### src/vdm_consts.svh
/*
  Constants of the bridge transfer-engine front end: register offsets,
  field positions, reset values and sizes.
  Assumes it is included by bare name from every design file that needs it.
*/
// Operation
// - Direct and chained operating modes supported.
// - Chained mode loads packets, follows links.
// - Transfer registers start at offset 0x200.
// - Writes to transfer registers ignored while active.
// - Direction bit picks source and destination.
// - PCI side is byte address, memory only.
// - VME side: space and sub-space fields.
// - Low three address bits differ: refuse, flag.
// - Misalignment raises enabled interrupt, stops chaining.
// - Direct mode leaves address registers unchanged.
// - Chained mode writes back addresses on exit.
// - Address reads while active give PCI remainder.
// - Chained success: addresses follow block, count zero.
// - One combined status and control register.
// - Count frozen while running, then zero/remaining.
// - Zero count starts only a chained fetch.
`ifndef VDM_CONSTS_SVH
`define VDM_CONSTS_SVH

// ****************************************************************
// Register offsets inside the device register map.
// ****************************************************************
`define VDM_OFS_CTRL 12'h200
`define VDM_OFS_COUNT 12'h204
`define VDM_OFS_PCI 12'h208
`define VDM_OFS_VME 12'h210
`define VDM_OFS_PKT 12'h218
`define VDM_OFS_GCS 12'h220

// ****************************************************************
// Field positions.
// ****************************************************************
`define VDM_CTRL_DIR 31
`define VDM_CTRL_SPACE_HI 18
`define VDM_CTRL_SPACE_LO 16
`define VDM_CTRL_PGM 14
`define VDM_CTRL_SUPER 12
`define VDM_GCS_GO 31
`define VDM_GCS_STOP 30
`define VDM_GCS_CHAIN 27
`define VDM_GCS_ACT 15
`define VDM_GCS_DONE 11
`define VDM_GCS_ERR 10
`define VDM_GCS_STOPPED 9
`define VDM_GCS_PERR 8
`define VDM_GCS_PERR_EN 0
`define VDM_PKT_LAST 0

// ****************************************************************
// Reset values, sizes and counts.
// ****************************************************************
`define VDM_RST_WORD 32'h00000000
`define VDM_RST_COUNT 24'h000000
`define VDM_BEAT_BYTES 24'h000004
`define VDM_PKT_ALIGN_MASK 32'hffffffe0
`define VDM_PKT_LAST_INDEX 3'h7
`define VDM_PKT_IDX_CTRL 3'h0
`define VDM_PKT_IDX_COUNT 3'h1
`define VDM_PKT_IDX_PCI 3'h2
`define VDM_PKT_IDX_VME 3'h4
`define VDM_PKT_IDX_LINK 3'h6

`endif

### src/vdm_pkg.sv
/*
  Types shared by the transfer-engine front end.
  Assumes nothing of its surroundings.
*/
package vdm_pkg;

  // Engine sequencing states.
  typedef enum logic [1:0] {VDM_IDLE, VDM_FETCH, VDM_CHECK, VDM_RUN} vdm_state_t;

endpackage

### src/vdm_byte_counter.sv
/*
  Remaining-byte counter of one side of a transfer.
  Assumes one beat moves at most four bytes and load and beat never coincide.
*/
`timescale 1ns/1ps
`include "vdm_consts.svh"

module vdm_byte_counter (
  input wire logic ref_clk,
  input wire logic rst,
  input wire logic load,
  input wire logic [23:0] loadValue,
  input wire logic beat,
  output logic [23:0] count,
  output logic [23:0] countNext
);

  // Bytes that one beat retires: four, or what is left if less.
  logic [23:0] beatBytes;

  assign beatBytes = (count >= `VDM_BEAT_BYTES) ? `VDM_BEAT_BYTES : count;
  assign countNext = load ? loadValue : (beat ? count - beatBytes : count);

  // The count register itself.
  always_ff @(posedge ref_clk or posedge rst)
  begin
    if (rst)
      count <= `VDM_RST_COUNT;
    else
      count <= countNext;
  end

endmodule

### src/vdm_skid_buffer.sv
/*
  Two-entry data buffer with valid and ready on both sides.
  Assumes the writer only pushes while inReady is high.
*/
`timescale 1ns/1ps
`include "vdm_consts.svh"

module vdm_skid_buffer (
  input wire logic ref_clk,
  input wire logic rst,
  input wire logic flush,
  input wire logic inValid,
  input wire logic [31:0] inData,
  output logic inReady,
  output logic spaceNext,
  output logic outValid,
  output logic [31:0] outData,
  input wire logic outReady
);

  // Occupancy, second entry and handshake terms.
  logic [1:0] cnt;
  logic [1:0] cntNext;
  logic [31:0] entry1;
  logic push;
  logic pop;

  assign push = inValid && inReady;
  assign pop = outValid && outReady;
  assign cntNext = flush ? 2'h0 : cnt + {1'b0, push} - {1'b0, pop};
  assign spaceNext = (cntNext != 2'h2);

  // Head entry sits in outData so the reader sees a register.
  always_ff @(posedge ref_clk or posedge rst)
  begin
    if (rst)
    begin
      cnt <= 2'h0;
      inReady <= 1'b0;
      outValid <= 1'b0;
      outData <= `VDM_RST_WORD;
      entry1 <= `VDM_RST_WORD;
    end
    else
    begin
      cnt <= cntNext;
      inReady <= spaceNext;
      outValid <= (cntNext != 2'h0);
      // The head moves up from the second entry or takes new data.
      if (pop && cnt == 2'h2)
        outData <= entry1;
      else if (push && (cnt == 2'h0 || (cnt == 2'h1 && pop)))
        outData <= inData;
      // New data lands in the second entry, behind a head that stays or that moves up from it.
      if (push && ((cnt == 2'h1 && !pop) || (cnt == 2'h2 && pop)))
        entry1 <= inData;
    end
  end

endmodule

### src/vdm_dma_front.sv
/*
  Register front end and sequencer of the bridge transfer engine: transfer
  registers, direct and chained operation, alignment check, data path with
  a two-entry buffer, and write-back of addresses and byte count.
  Assumes all inputs come from logic on ref_clk and the packet reader
  returns the eight words of a packet in index order.
*/
`timescale 1ns/1ps
`include "vdm_consts.svh"

module vdm_dma_front (
  input wire logic ref_clk,
  input wire logic rst,
  input wire logic regWrite,
  input wire logic regRead,
  input wire logic [11:0] regAddr,
  input wire logic [31:0] regWrData,
  output logic [31:0] regRdData,
  output logic regRdValid,
  output logic pktReqValid,
  output logic [31:0] pktReqAddr,
  input wire logic pktRspValid,
  input wire logic [2:0] pktRspIndex,
  input wire logic [31:0] pktRspData,
  input wire logic xferError,
  input wire logic srcValid,
  input wire logic [31:0] srcData,
  output logic srcReady,
  output logic dstValid,
  output logic [31:0] dstData,
  input wire logic dstReady,
  output logic engineActive,
  output logic pciToVmeDirection,
  output logic [2:0] vmeAddressSpaceSelect,
  output logic programDataSelect,
  output logic supervisorSelect,
  output logic [31:0] pciAddrOut,
  output logic [31:0] vmeAddrOut,
  output logic irq
);

  // ****************************************************************
  // Registers and state.
  // ****************************************************************
  vdm_pkg::vdm_state_t stateReg; // Sequencer state.
  vdm_pkg::vdm_state_t stateNext; // Its next value.
  logic [31:0] transferControlReg; // Direction, space and sub-space.
  logic [23:0] byteCountReg; // Byte count, frozen while running.
  logic [31:0] pciAddressReg; // PCI memory byte address.
  logic [31:0] vmeAddressReg; // VME byte address.
  logic [31:0] packetPointerReg; // Current command packet pointer.
  logic chainEnableReg; // Chained mode selected.
  logic perrIrqEnableReg; // Misalignment interrupt enable.
  logic lastPacketReg; // Current packet ends the list.
  logic [3:0] statusReg; // Done, error, stopped, protocol error.
  logic [3:0] statusNext; // Its next value.
  logic srcReadyReg; // Registered source ready.

  // ****************************************************************
  // Decoding of register accesses.
  // ****************************************************************
  wire engineBusy = (stateReg != vdm_pkg::VDM_IDLE);
  wire selCtrl = (regAddr == `VDM_OFS_CTRL);
  wire selCount = (regAddr == `VDM_OFS_COUNT);
  wire selPci = (regAddr == `VDM_OFS_PCI);
  wire selVme = (regAddr == `VDM_OFS_VME);
  wire selPkt = (regAddr == `VDM_OFS_PKT);
  wire selGcs = (regAddr == `VDM_OFS_GCS);
  // Writes to the transfer registers are dropped while busy.
  wire xferWrite = regWrite && !engineBusy;
  wire goReq = regWrite && selGcs && regWrData[`VDM_GCS_GO];
  // A zero count only starts a fetch, judged by the chaining bit written with the start.
  wire startCheck = goReq && (byteCountReg != `VDM_RST_COUNT);
  wire startFetch = goReq && (byteCountReg == `VDM_RST_COUNT) && regWrData[`VDM_GCS_CHAIN];
  wire stopReq = regWrite && selGcs && regWrData[`VDM_GCS_STOP];
  wire [3:0] statusClr = (regWrite && selGcs) ? regWrData[11:8] : 4'h0;

  // ****************************************************************
  // Data path terms.
  // ****************************************************************
  logic [23:0] srcCount; // Bytes left to take on the source side.
  logic [23:0] srcCountNext;
  logic [23:0] dstCount; // Bytes left to hand to the destination.
  logic bufSpaceNext; // Buffer can take a beat next cycle; srcReadyReg follows it.
  wire srcPush = srcValid && srcReadyReg;
  wire dstPop = dstValid && dstReady;
  wire inCheck = (stateReg == vdm_pkg::VDM_CHECK);
  wire inRun = (stateReg == vdm_pkg::VDM_RUN);
  wire inFetch = (stateReg == vdm_pkg::VDM_FETCH);
  // The two addresses must agree in their low three bits.
  wire misaligned = (pciAddressReg[2:0] != vmeAddressReg[2:0]);
  wire checkFail = inCheck && misaligned;
  wire checkPass = inCheck && !misaligned;
  wire runError = inRun && xferError;
  wire runStop = inRun && stopReq && !xferError;
  wire runDone = inRun && !xferError && !stopReq && (dstCount == `VDM_RST_COUNT);
  wire runExit = inRun && (xferError || stopReq || dstCount == `VDM_RST_COUNT);
  wire [23:0] movedBytes = byteCountReg - srcCount;
  // The PCI side is the source when data flows toward VME.
  wire [23:0] pciRemaining = transferControlReg[`VDM_CTRL_DIR] ? srcCount : dstCount;
  wire pktWord = inFetch && pktRspValid;

  // ****************************************************************
  // Read multiplexer.
  // ****************************************************************
  wire [31:0] gcsView = {4'h0, chainEnableReg, 11'h000, engineBusy, 3'h0,
    statusReg, 7'h00, perrIrqEnableReg};
  // Address registers read as the PCI-side remainder while busy.
  wire [31:0] pciView = engineBusy ? {8'h00, pciRemaining} : pciAddressReg;
  wire [31:0] vmeView = engineBusy ? {8'h00, pciRemaining} : vmeAddressReg;
  wire [31:0] readMux = selCtrl ? transferControlReg :
    selCount ? {8'h00, byteCountReg} :
    selPci ? pciView :
    selVme ? vmeView :
    selPkt ? packetPointerReg :
    selGcs ? gcsView : `VDM_RST_WORD;

  // ****************************************************************
  // Sequencer.
  // ****************************************************************
  // Next state: start, packet fetch, alignment check and transfer.
  always_comb
  begin
    stateNext = stateReg;
    case (stateReg)
      vdm_pkg::VDM_IDLE:
      begin
        if (startCheck)
          stateNext = vdm_pkg::VDM_CHECK;
        else if (startFetch)
          stateNext = vdm_pkg::VDM_FETCH;
      end
      vdm_pkg::VDM_FETCH:
      begin
        // Abort the fetch on stop or error, else wait for the last word.
        if (stopReq || xferError)
          stateNext = vdm_pkg::VDM_IDLE;
        else if (pktRspValid && pktRspIndex == `VDM_PKT_LAST_INDEX)
          stateNext = vdm_pkg::VDM_CHECK;
      end
      vdm_pkg::VDM_CHECK:
      begin
        // A misaligned pair never reaches the buses and ends the list.
        stateNext = misaligned ? vdm_pkg::VDM_IDLE : vdm_pkg::VDM_RUN;
      end
      vdm_pkg::VDM_RUN:
      begin
        // A completed packet moves on along the list if there is more.
        if (runDone && chainEnableReg && !lastPacketReg)
          stateNext = vdm_pkg::VDM_FETCH;
        else if (runExit)
          stateNext = vdm_pkg::VDM_IDLE;
      end
      default:
        stateNext = vdm_pkg::VDM_IDLE;
    endcase
  end

  // ****************************************************************
  // Transfer registers.
  // ****************************************************************
  // Control register: written by software when idle or by a packet.
  always_ff @(posedge ref_clk or posedge rst)
  begin
    if (rst)
      transferControlReg <= `VDM_RST_WORD;
    else if (xferWrite && selCtrl)
      transferControlReg <= regWrData;
    else if (pktWord && pktRspIndex == `VDM_PKT_IDX_CTRL)
      transferControlReg <= pktRspData;
  end

  // Byte count: frozen while running, written back on the way out.
  always_ff @(posedge ref_clk or posedge rst)
  begin
    if (rst)
      byteCountReg <= `VDM_RST_COUNT;
    else if (xferWrite && selCount)
      byteCountReg <= regWrData[23:0];
    else if (pktWord && pktRspIndex == `VDM_PKT_IDX_COUNT)
      byteCountReg <= pktRspData[23:0];
    else if (runDone)
      byteCountReg <= `VDM_RST_COUNT;
    else if (runError || runStop)
      byteCountReg <= srcCount;
  end

  // Address registers: direct mode never touches them.
  always_ff @(posedge ref_clk or posedge rst)
  begin
    if (rst)
    begin
      pciAddressReg <= `VDM_RST_WORD;
      vmeAddressReg <= `VDM_RST_WORD;
    end
    else if (xferWrite && selPci)
      pciAddressReg <= regWrData;
    else if (xferWrite && selVme)
      vmeAddressReg <= regWrData;
    else if (pktWord && pktRspIndex == `VDM_PKT_IDX_PCI)
      pciAddressReg <= pktRspData;
    else if (pktWord && pktRspIndex == `VDM_PKT_IDX_VME)
      vmeAddressReg <= pktRspData;
    else if (chainEnableReg && runExit)
    begin
      // On success the moved bytes are the whole count, so both land past the block.
      pciAddressReg <= pciAddressReg + {8'h00, movedBytes};
      vmeAddressReg <= vmeAddressReg + {8'h00, movedBytes};
    end
  end

  // Packet pointer, end-of-list mark, chaining and interrupt enable.
  always_ff @(posedge ref_clk or posedge rst)
  begin
    if (rst)
    begin
      packetPointerReg <= `VDM_RST_WORD;
      lastPacketReg <= 1'b0;
      chainEnableReg <= 1'b0;
      perrIrqEnableReg <= 1'b0;
    end
    else
    begin
      if (xferWrite && selPkt)
        packetPointerReg <= regWrData & `VDM_PKT_ALIGN_MASK;
      else if (pktWord && pktRspIndex == `VDM_PKT_IDX_LINK)
        packetPointerReg <= pktRspData & `VDM_PKT_ALIGN_MASK;
      if (pktWord && pktRspIndex == `VDM_PKT_IDX_LINK)
        lastPacketReg <= pktRspData[`VDM_PKT_LAST];
      if (xferWrite && selGcs)
      begin
        chainEnableReg <= regWrData[`VDM_GCS_CHAIN];
        perrIrqEnableReg <= regWrData[`VDM_GCS_PERR_EN];
      end
    end
  end

  // ****************************************************************
  // Status flags: set by the engine, cleared by writing a one.
  // ****************************************************************
  // A set in the same cycle as a clear wins.
  assign statusNext = (statusReg & ~statusClr) |
    {runDone && (!chainEnableReg || lastPacketReg), runError, runStop, checkFail};

  // State, status, interrupt, activity, packet request and source ready registers.
  always_ff @(posedge ref_clk or posedge rst)
  begin
    if (rst)
    begin
      stateReg <= vdm_pkg::VDM_IDLE;
      srcReadyReg <= 1'b0;
      statusReg <= 4'h0;
      irq <= 1'b0;
      engineActive <= 1'b0;
      pktReqValid <= 1'b0;
      pktReqAddr <= `VDM_RST_WORD;
    end
    else
    begin
      stateReg <= stateNext;
      // Source ready only while running, bytes remain and the buffer has room.
      srcReadyReg <= (stateNext == vdm_pkg::VDM_RUN) && !runExit &&
        (srcCountNext != `VDM_RST_COUNT) && bufSpaceNext;
      statusReg <= statusNext;
      irq <= statusNext[0] && perrIrqEnableReg;
      engineActive <= (stateNext != vdm_pkg::VDM_IDLE);
      pktReqValid <= (stateNext == vdm_pkg::VDM_FETCH) && !inFetch;
      pktReqAddr <= (pktWord && pktRspIndex == `VDM_PKT_IDX_LINK) ?
        (pktRspData & `VDM_PKT_ALIGN_MASK) : packetPointerReg;
    end
  end

  // ****************************************************************
  // Data path.
  // ****************************************************************
  // Source-side remaining count.
  vdm_byte_counter srcCounter (
    .ref_clk(ref_clk),
    .rst(rst),
    .load(checkPass),
    .loadValue(byteCountReg),
    .beat(srcPush),
    .count(srcCount),
    .countNext(srcCountNext)
  );

  // Destination-side remaining count.
  vdm_byte_counter dstCounter (
    .ref_clk(ref_clk),
    .rst(rst),
    .load(checkPass),
    .loadValue(byteCountReg),
    .beat(dstPop),
    .count(dstCount),
    .countNext()
  );

  // Buffer between source and destination; leftovers flush on exit.
  vdm_skid_buffer dataBuffer (
    .ref_clk(ref_clk),
    .rst(rst),
    .flush(runExit),
    .inValid(srcPush),
    .inData(srcData),
    .inReady(),
    .spaceNext(bufSpaceNext),
    .outValid(dstValid),
    .outData(dstData),
    .outReady(dstReady && inRun)
  );

  // Read answer registers.
  always_ff @(posedge ref_clk or posedge rst)
  begin
    if (rst)
    begin
      regRdData <= `VDM_RST_WORD;
      regRdValid <= 1'b0;
    end
    else
    begin
      regRdValid <= regRead;
      if (regRead)
        regRdData <= readMux;
    end
  end

  // ****************************************************************
  // Outputs taken straight from registers.
  // ****************************************************************
  assign srcReady = srcReadyReg;
  assign pciToVmeDirection = transferControlReg[`VDM_CTRL_DIR];
  assign vmeAddressSpaceSelect = transferControlReg[`VDM_CTRL_SPACE_HI:`VDM_CTRL_SPACE_LO];
  assign programDataSelect = transferControlReg[`VDM_CTRL_PGM];
  assign supervisorSelect = transferControlReg[`VDM_CTRL_SUPER];
  assign pciAddrOut = pciAddressReg;
  assign vmeAddrOut = vmeAddressReg;

endmodule

### config.mk
export PLATFORM = sky130hd
export DESIGN_NAME = vdm_dma_front
export DESIGN_NICKNAME = d
export VERILOG_FILES = /design/src/vdm_pkg.sv /design/src/vdm_byte_counter.sv /design/src/vdm_skid_buffer.sv /design/src/vdm_dma_front.sv
export VERILOG_INCLUDE_DIRS = /design/src
export SDC_FILE = /design/constraint.sdc
export NUM_CORES = 1
export LEC_CHECK = 0
export BUFFER_PORTS_ARGS = -buffer_cell sky130_fd_sc_hd__buf_2
export CAP_MARGIN = 20
export CELL_PAD_IN_SITES_DETAIL_PLACEMENT = 0
export CELL_PAD_IN_SITES_GLOBAL_PLACEMENT = 1
export CORE_MARGIN = 2
export CORE_UTILIZATION = 35
export DETAILED_ROUTE_END_ITERATION = 8
export PLACE_DENSITY_LB_ADDON = 0.1
export RECOVER_POWER = 100
export SLEW_MARGIN = 20
export SYNTH_ARGS = -nofsm -noshare
export SYNTH_HDL_FRONTEND = slang
export SYNTH_SLANG_ARGS = --single-unit
### constraint.sdc
create_clock -name ref_clk -period 14.4 [get_ports ref_clk]
set_input_delay 0.72 -clock ref_clk [delete_from_list [all_inputs] [get_ports ref_clk]]
set_output_delay 0.72 -clock ref_clk [all_outputs]
set_load 0.02 [all_outputs]
# Word level (Yosys, flattened, before mapping)
# Cells that the tools add are included.
[word_totals]
wordCells = 185
mem_bits_rw = 0
latch_bits = 0
regBits = 346
romBits = 0
n_memories = 0
input_bits = 119
out_inout_bits = 172
[classes]
n_bitwise = 4
multipliers = 0
n_reduce_logical = 81
n_lt_le_gt_ge = 2
shift = 0
mux = 44
n_eq_ne = 23
div = 0
n_addsub = 7
[op_table]
columns = ["operator", "n"]
rows = [
  ["2-to-1 mux 32 bit", 22],
  ["2-to-1 mux 24 bit", 11],
  ["equality test 12 x 10 -> 1 bit, second input constant", 6],
  ["subtractor 24 bit", 3],
  ["adder 32 x 24 -> 32 bit", 2],
  [">= comparator 24 x 3 -> 1 bit, second input constant", 2],
  ["logical AND 1 bit", 48],
  ["zero test 24 bit", 2],
  ["nonzero test 24 bit", 2],
  ["2-to-1 mux 28 bit", 1],
  ["2-to-1 mux 2 bit", 8],
  ["nonzero test 2 bit", 6],
  ["equality test 3 bit, second input constant", 3],
  ["zero test 1 bit", 9],
  ["equality test 2 bit, second input constant", 4],
  ["one-hot mux 2 bit (4 select lines)", 1],
  ["equality test 2 x 1 -> 1 bit, second input constant", 3],
  ["logical OR 1 bit", 6],
  ["inequality test 2 bit, second input constant", 3],
  ["AND reduction 3 bit", 2],
  ["nonzero test 3 bit", 2],
  ["bitwise AND 4 bit", 1],
  ["zero test 2 bit", 2],
  ["2-to-1 mux 4 bit", 1],
  ["11 further kinds", 11],
]

# Depth between registers and ports, before layout
# Gate-level depths: netlist of run 1.
[depth]
ltp_word = 14
mapped_depth = 23
ltp_nobuf = 22

# Modules after synthesis
# From an unflattened synthesis of run 1, not the netlist that was laid out.
[hier_totals]
hier_cells = 2362
hier_area_um2 = 21374.2
[by_module_without_submodules]
columns = ["mod", "area_per_inst_um2", "seq_area_each_um2", "n_inst", "cells_each"]
rows = [
  ["vdm_dma_front", 15379.8, 5755.5, 1, 1791],
  ["vdm_byte_counter", 1550.2, 600.6, 2, 171],
  ["vdm_skid_buffer", 2894.0, 1701.6, 1, 229],
]

# Worst setup path after synthesis of run 1
# Ideal clock, no wire load.
[synth_path]
kind = "reg-to-reg"
startpoint = "reg srcCounter.count[2]"
endpoint = "reg vmeAddressReg[28], in the netlist vmeAddrOut[28]"
path_stages_with_launch = 23
arrival_ns = 4.587
required_time_ns = 14.323
synth_period_minus_slack_ns = 4.664
setup_time_ns = 0.077
setup_slack_ns = 9.736
path_buffers = 1
path_cell_list = "dfrtp_1 > clkbuf_1 > inv_1 > ha_1 > o21a_1 > o31a_1 > o21ai_0 > o21ai_0 > o21a_1 > o21ai_0 > nand2b_1 > a21oi_1 > xnor2_1 > ha_1 > a21o_1 > a21o_1 > a21o_1 > a31oi_1 > o21ai_0 > a311oi_1 > a21oi_1 > a32o_1 > a21oi_1"
[synth_via]
elab_chain_len = 6
[synth_lines]
columns = ["element", "line", "text"]
rows = [
  ["start: declaration", "vdm_byte_counter.sv:14", "output logic [23:0] count,"],
  ["start signal: assignment", "vdm_byte_counter.sv:28", "count <= `VDM_RST_COUNT;"],
  ["start signal: assignment", "vdm_byte_counter.sv:30", "count <= countNext;"],
  ["subtractor 24 bit", "vdm_dma_front.sv:98", "wire [23:0] movedBytes = byteCountReg - srcCount;"],
  ["adder 32 x 24 -> 32 bit", "vdm_dma_front.sv:208", "vmeAddressReg <= vmeAddressReg + {8'h00, movedBytes};"],
  ["2-to-1 mux 32 bit", "vdm_dma_front.sv:204", "else if (chainEnableReg && runExit)"],
  ["2-to-1 mux 32 bit", "vdm_dma_front.sv:202", "else if (pktWord && pktRspIndex == `VDM_PKT_IDX_VME)"],
  ["2-to-1 mux 32 bit", "vdm_dma_front.sv:200", "else if (pktWord && pktRspIndex == `VDM_PKT_IDX_PCI)"],
  ["2-to-1 mux 32 bit", "vdm_dma_front.sv:198", "else if (xferWrite && selVme)"],
  ["end signal: assignment", "vdm_dma_front.sv:199", "vmeAddressReg <= regWrData;"],
  ["end signal: assignment", "vdm_dma_front.sv:203", "vmeAddressReg <= pktRspData;"],
  ["end signal: assignment", "vdm_dma_front.sv:208", ""],
  ["end: declaration", "vdm_dma_front.sv:50", "logic [31:0] vmeAddressReg;"],
]
# No other way between the ends. The select of a mux whose other input is x is not followed.
# A chain may end at the register's enable or synchronous reset.

==> flow_summary_export.csv, run 1 <==
group,metric,value,unit
logic_synthesis,synthArstFlopShare,100,%
placement,port_buffers,290,
min_path,min_path_type,"input pin to flop",
run_status,failed_checks,"max-capacitance violations, max-slew violations",
grt,grt_max_degree,110,
floorplanning,dieArea,0.0615,mm^2
logic_synthesis,synth.most_common_cell,"dfrtp_1",
power_and_ir_drop,switching_share,44.6,%
sta,final.setup_skew,0.0244,ns
grt,grt_use_total,29.6,%
power_and_ir_drop,power-per-cell-area,210,mW/mm^2
power_and_ir_drop,power_frac_seq,28.5,%
grt,antenna_found_initial,9,
logic_synthesis,netlist_instances,2297,
clock_network,clk_pin_slew,0.06,ns
sta,slew_violations,679,
logic_synthesis,postSynthAreaPerCell,9.07,um^2
floorplanning,dieWidth,248,um
logic_synthesis,synth-edff-count,0,
routing,wire_per_inst,27.6,um
clock_network,htreeDepth,2,
worst_setup_path,crit_buf_inv,4,
sta,tightestPinTransition,4.81,ns
logic_synthesis,ys_top_cells_by_area,"dfrtp_1 (42%), mux2_2 (5.1%), o21ai_0 (4.9%), a21oi_1 (4.6%), nand2_1 (4.6%)",
sta,layout_min_cycle_time,6.85,ns
floorplanning,fp.coreArea,0.0589,mm^2
routing,wl,92400,um
clock_network,cts_max_path_buffers,3,
placement,place_ws,8.75,ns
power_and_ir_drop,combPwrFrac,48.5,%
clock_network,cts_resized,0,
worst_setup_path,worstSetupPathType,"input pin to asynchronous set/reset pin",
floorplanning,start_util,35.4,%
clock_network,cts_hold_buffers,0,
placement,dp_hpwl,69900,um
clock_network,clockRootBuffer,"clkbuf_16",
clock_network,cts_buffers,43,
routing,drt_first_iter_violations,1953,
worst_setup_path,worstPathMaxFanout,109,
worst_setup_path,slowest_stage,"clkbuf_1",
logic_synthesis,ys_seq_area_share,41.6,%
power_and_ir_drop,switching_power,0.00228,W
run_status,status,"finished, violations left",
sta,grt_setup_unrepaired,"no",
sta,slew_headroom,-223,%
routing,drc_errors,0,
sta,finalSetupViolations,0,
logic_synthesis,ys_warn_count,0,
grt,grt_pass1_vias,18860,
power_and_ir_drop,ir_drop,0.117,mV
min_path,holdCritStartpoint,"srcData[6]",
clock_network,post_cts_buffers,0,
worst_setup_path,arrival,7.47,ns
sta,fin_crit_sh,47.6,%
logic_synthesis,yosysTopAreaCellShare,41.6,%
power_and_ir_drop,power_frac_clock,23.0,%
sta,tns,0,ns
floorplanning,ios,291,
logic_synthesis,synthFlopType,"dfrtp_1",
routing,detail-route-antenna-nets,0,
logic_synthesis,syn_area,0.0208,mm^2
clock_network,clock_latency,0.59,ns
sta,holdWs,0.383,ns
worst_setup_path,path_delay_family,"buffers and inverters",
power_and_ir_drop,total_power,0.00510,W
routing,vias,19864,
sta,hold_viol,0,
worst_setup_path,startpoint_type,"input pin",
worst_setup_path,crit_chain,"buf_2 -> clkinvlp_2 -> clkbuf_1 -> buf_4",
flow_run,cap_viol_max_count,15,
logic_synthesis,synth_top_area_cell,"dfrtp_1",
cells_and_area,drive_gt1_share,12.3,%
worst_setup_path,endpoint_kind,"asynchronous set/reset pin",
logic_synthesis,ys_ff_latch,346,
power_and_ir_drop,leakage,10.6,nW
worst_setup_path,critPathLaunch,"rst",
clock_network,cts_tree,"yes",
grt,grt_pass1_wl,132000,um
grt,grt_overflow,0,
cells_and_area,fin_util,41.2,%
floorplanning,die_h,248,um
sta,fmax,146,MHz
power_and_ir_drop,intPower,0.00282,W
logic_synthesis,yosysUniqueCellTypes,84,
placement,gp_congestion,0.977,
floorplanning,rows,89,
logic_synthesis,synth.top_cells.by_count,"dfrtp_1 (346), nand2_1 (254), o21ai_0 (205), nor2_1 (199), a21oi_1 (191)",
worst_setup_path,cp.required,15.01,ns
cells_and_area,nNetsFinal,2737,
cells_and_area,syn_to_final_growth,16.6,%
clock_network,cts_num_sinks,346,
sta,setup_ws,7.55,ns
routing,dr.pass1.iters,8,
worst_setup_path,slowest_delay,2.89,ns
worst_setup_path,r2r_start,"srcCounter.count[2]",
routing,via_per_inst,5.93,
## cell families after synthesis
family          synth area share (%)
compound gates                  22.8
simple gates                    15.6
flops                           41.6
buf+inv                         3.47
mux                             7.91
xor+xnor                        3.95
fa+ha+maj                       4.79
other cells                   0.0180
## flip-flops by register name, summed over array words and instances, names as in the netlist, 4 cells and up
name / flops
transferControlReg: 32
dataBuffer.entry1: 32
statusReg: 4
dstCounter.count: 24
packetPointerReg: 32
pciAddrOut: 32
srcCounter.count: 24
dataBuffer.outData: 32
byteCountReg: 24
regRdData: 32
pktReqAddr: 32
vmeAddrOut: 32
## worst paths after layout
check                           slack (ns)  depth (start not counted)                    end
worst min-delay path                  0.38                          2   dataBuffer.entry1[6]
min in group asynchronous             1.59                          2           regRdData[3]
worst max register to register        8.65                         21         vmeAddrOut[22]
max in group ref_clk                  8.32                         10         vmeAddrOut[28]
worst min register to register        0.48                          2  transferControlReg[9]
worst max-delay path                  7.55                          4          pciAddrOut[8]
## placed cells by master, fill, tap and decap left out, types with 12 or more instances in the layout
cell type / count
a211oi_1: 20
a21o_1: 31
a21oi_1: 190
a221o_1: 24
a221oi_1: 21
a222oi_1: 20
a22oi_1: 47
a31oi_1: 33
and3_1: 19
buf_2: 117
buf_4: 24
clkbuf_1: 193
clkbuf_16: 44
clkbuf_8: 12
dfrtp_1: 346
ha_1: 75
inv_1: 51
mux2_1: 22
mux2_2: 72
mux2i_1: 59
nand2_1: 254
nand2b_1: 14
nand3_1: 37
nand4_1: 15
nor2_1: 196
nor2b_1: 12
nor3_1: 46
nor4_1: 24
o211ai_1: 28
o21a_1: 13
o21ai_0: 218
o22ai_1: 13
or3_1: 16
or4_1: 13
xnor2_1: 66
xor2_1: 28
## layout make-up
class	count	area, um^2
clock buffer	58	1270
tap	773	967
sequential	346	8660
inverter	52	196
fill	6011	34600
clock inverter	20	255
multi-input combinational	1765	11500
timing repair buffer	332	1480
antenna	3	7.51
## per-layer routing
layer / track usage (%) / wire length, um
met1: 44.2 / 42600
met2: 40.9 / 37800
met3: 8.97 / 9900
met4: 7.93 / 2080
met5: 0 / 0
## power by group through the flow
stage          combinational [W]  sequential, W  clock (W)
2_1_floorplan            0.00176        0.00139          0
3_5_place_dp             0.00243        0.00146          0
3_3_place_gp             0.00242        0.00145          0
6_report                 0.00247        0.00145    0.00117
4_1_cts                  0.00245        0.00144    0.00120
5_1_grt                  0.00271        0.00147    0.00123
## metrics by stage
stage / area, um^2 / instances
6_report: 24300 / 3349
4_1_cts: 24700 / 3346
3_3_place_gp: 23200 / 3268
2_1_floorplan: 20800 / 2298
5_1_grt: 24300 / 3348
3_5_place_dp: 23200 / 3268
No activity file was read; power rests on OpenSTA's default activity.
==> inputs of run 2 (changes only) <==
--- a/config.mk
+++ b/config.mk
@@ -6,6 +6,7 @@
 export SDC_FILE = /design/constraint.sdc
 export NUM_CORES = 1
 export LEC_CHECK = 0
+export ABC_AREA = 1
 export BUFFER_PORTS_ARGS = -buffer_cell sky130_fd_sc_hd__buf_2
 export CAP_MARGIN = 20
 export CELL_PAD_IN_SITES_DETAIL_PLACEMENT = 0
==> constraint.sdc (replaced) <==
create_clock -name ref_clk -period 5.9 [get_ports ref_clk]
set_input_delay 0.295 -clock ref_clk [delete_from_list [all_inputs] [get_ports ref_clk]]
set_output_delay 0.295 -clock ref_clk [all_outputs]
set_load 0.02 [all_outputs]
==> run 2 against run 1 <==
Net effect: the flow still finishes with violations (max-capacitance violations, max-slew violations); count of clock-buffer cells in the layout is the same; synthesized cell count grew 31%; clock power grew to 2.5 times the previous value; combinational power grew 40%; utilization grew 0.38 points; critical path type is now flop to flop.
==> flow_summary_export.csv, run 2 <==
group,metric,value,unit
floorplanning,fp.coreArea,0.0632,mm^2
grt,grt_max_degree,172,
sta,slew_violations,649,
cells_and_area,fin_util,41.6,%
placement,gp_congestion,1.03,
floorplanning,ios,291,
placement,numPlacedInstances,4046,
grt,grt_use_total,33.3,%
flow_run,cap_viol_max_count,13,
routing,wl,113000,um
logic_synthesis,ys_seq_area_share,38.6,%
sta,tns,0,ns
worst_setup_path,endpoint_kind,"flop",
power_and_ir_drop,leakage,12.4,nW
min_path,min_path_type,"input pin to flop",
routing,drt_first_iter_violations,3000,
logic_synthesis,synth-edff-count,0,
run_status,failed_checks,"max-capacitance violations, max-slew violations",
worst_setup_path,startpoint_type,"flop",
power_and_ir_drop,power-per-cell-area,354,mW/mm^2
sta,layout_min_cycle_time,5.28,ns
floorplanning,dieArea,0.0661,mm^2
worst_setup_path,worstPathMaxFanout,25,
logic_synthesis,yosysTopAreaCellShare,38.6,%
grt,grt_pass1_vias,23083,
worst_setup_path,worstSetupPathType,"flop to flop",
cells_and_area,instances_no_fill,4172,
logic_synthesis,ys_ff_latch,346,
placement,dpl-instance-area,0.0246,mm^2
routing,detail-route-antenna-nets,0,
placement,dp_hpwl,87000,um
clock_network,cts_buffers,44,
worst_setup_path,cp.required,6.35,ns
grt,antenna_found_initial,5,
routing,dr.pass1.iters,6,
logic_synthesis,syn_area,0.0224,mm^2
sta,holdWs,0.00868,ns
worst_setup_path,arrival,5.73,ns
floorplanning,rows,92,
sta,grt_setup_unrepaired,"no",
logic_synthesis,ys_top_cells_by_area,"dfrtp_1 (39%), nand2_1 (10%), o21ai_0 (8.2%), inv_1 (5.7%), a21oi_1 (4.9%)",
routing,wire_per_inst,27.0,um
floorplanning,dieWidth,257,um
logic_synthesis,synthArstFlopShare,100,%
clock_network,clk_pin_slew,0.06,ns
cells_and_area,syn_to_final_growth,17.4,%
routing,drc_errors,0,
run_status,status,"finished, violations left",
sta,final.setup_skew,0.0258,ns
logic_synthesis,yosysUniqueCellTypes,62,
cells_and_area,fillCellCount,6670,
clock_network,clockRootBuffer,"clkbuf_16",
cells_and_area,nNetsFinal,3484,
logic_synthesis,synth.most_common_cell,"nand2_1",
clock_network,cts_max_path_buffers,3,
sta,tightestPinTransition,3.78,ns
cells_and_area,layout_common_cells,"nand2_1 (602), o21ai_0 (378), dfrtp_1 (346)",
floorplanning,start_util,35.5,%
logic_synthesis,synth.top_cells.by_count,"nand2_1 (599), o21ai_0 (369), dfrtp_1 (346), inv_1 (341), a21oi_1 (221)",
logic_synthesis,netlist_instances,3011,
cells_and_area,final_common_cell,"nand2_1",
power_and_ir_drop,ir_drop,0.218,mV
sta,slew_headroom,-152,%
sta,fin_crit_sh,89.4,%
routing,via_per_inst,5.76,
placement,port_buffers,290,
floorplanning,die_h,257,um
clock_network,clock_latency,0.63,ns
logic_synthesis,synth_top_area_cell,"dfrtp_1",
logic_synthesis,ys_warn_count,0,
grt,grt_overflow,0,
clock_network,cts_num_sinks,346,
logic_synthesis,postSynthAreaPerCell,7.44,um^2
sta,hold_viol,0,
cells_and_area,fin_area,0.0263,mm^2
clock_network,htreeDepth,2,
cells_and_area,drive_gt1_share,8.55,%
routing,vias,24014,
logic_synthesis,synthFlopType,"dfrtp_1",
sta,finalSetupViolations,0,
clock_network,cts_tree,"yes",
grt,grt_pass1_wl,161000,um
clock_network,cts_resized,0,
sta,fmax,190,MHz
run 2: cell count changes after synthesis, sizes merged, moves of 29 or more:
cell	previous run	this run
mux2i	59	0
a22oi	47	12
o221ai	2	66
a21oi	191	221
nand3	37	191
nand2	254	611
xor2	28	57
o211ai	28	84
inv	52	365
xnor2	66	18
mux2	94	0
o21ai	222	387
run 2: cell type report:
type / count / area, um^2 / area share, %
inverter: 370 / 1390 / 5.30
antenna: 3 / 7.51 / 0.0285
multi-input combinational: 2161 / 11800 / 44.7
clock buffer: 58 / 1210 / 4.61
timing repair buffer: 364 / 1860 / 7.06
clock inverter: 24 / 345 / 1.31
sequential: 346 / 8660 / 32.9
tap: 846 / 1060 / 4.02
run 2: what timing repair did:
item	in CTS	in global routing
setup endpoints to repair	0	0
endpoints found under the hold margin	53	0
hold buffers	40	0
setup buffers	0	0
run 2: layer usage:
layer	part of all wire, %	GRT usage (%)	vias up
met5	0	0	-
met4	5.6	16.0	0
met3	7.3	4.91	227
met2	45	53.3	1217
met1	42	44.1	11694
li1	-	-	10876
run 2: worst max-delay path, stage by stage (launching register included):
cell	delay (ns)
dfrtp_1	0.43
nor2_4	0.11
clkbuf_1	1.12
inv_1	0.54
nor2_1	0.43
inv_1	0.28
nor2_1	0.16
buf_4	0.25
inv_1	0.52
nand2_8	0.43
inv_1	0.49
nand2_1	0.23
o221ai_2	0.10
run 2: worst paths after layout:
check | slack, ns | depth (start not counted) | from | end
max | 0.62 | 12 | stateReg[1] | pciAddrOut[10]
min | 0.009 | 3 | regWrData[1] | byteCountReg[1]
max reg2reg | 0.62 | 12 | stateReg[1] | pciAddrOut[10]
min reg2reg | 0.48 | 2 | dataBuffer.entry1[16] | dataBuffer.entry1[16]
max in group asynchronous | 1.60 | 4 | rst | pktReqAddr[23]
min in group asynchronous | 0.30 | 3 | rst | dataBuffer.entry1[3]
run 2: logic make-up after synthesis:
| family | synth area share, % |
|---|---|
| adders and majority gates | 4.46 |
| buffers and inverters | 8.88 |
| AOI/OAI and AO/OA | 23.2 |
| xor gates and xnor gates | 2.93 |
| DFF | 38.6 |
| and+or+nand+nor | 21.8 |
| other | 0.0167 |
run 2: report_power, final:
part | internal (W) | switching, W | total (W)
logic | 0.00109 | 0.00238 | 0.00347
clock network | 0.00173 | 0.00123 | 0.00296
registers | 0.00259 | 0.000285 | 0.00287
total | 0.00541 | 0.00390 | 0.00931
run 2: stage by stage:
| step | total power, W | setup slack [ns] |
|---|---|---|
| final | 0.00931 | 0.625 |
| after global routing | 0.00976 | 0.331 |
| after CTS | 0.00929 | 0.950 |
| after detailed placement | 0.00630 | 0.992 |
| after global placement | 0.00630 | 0.998 |
| after floorplan | 0.00507 | 0.975 |
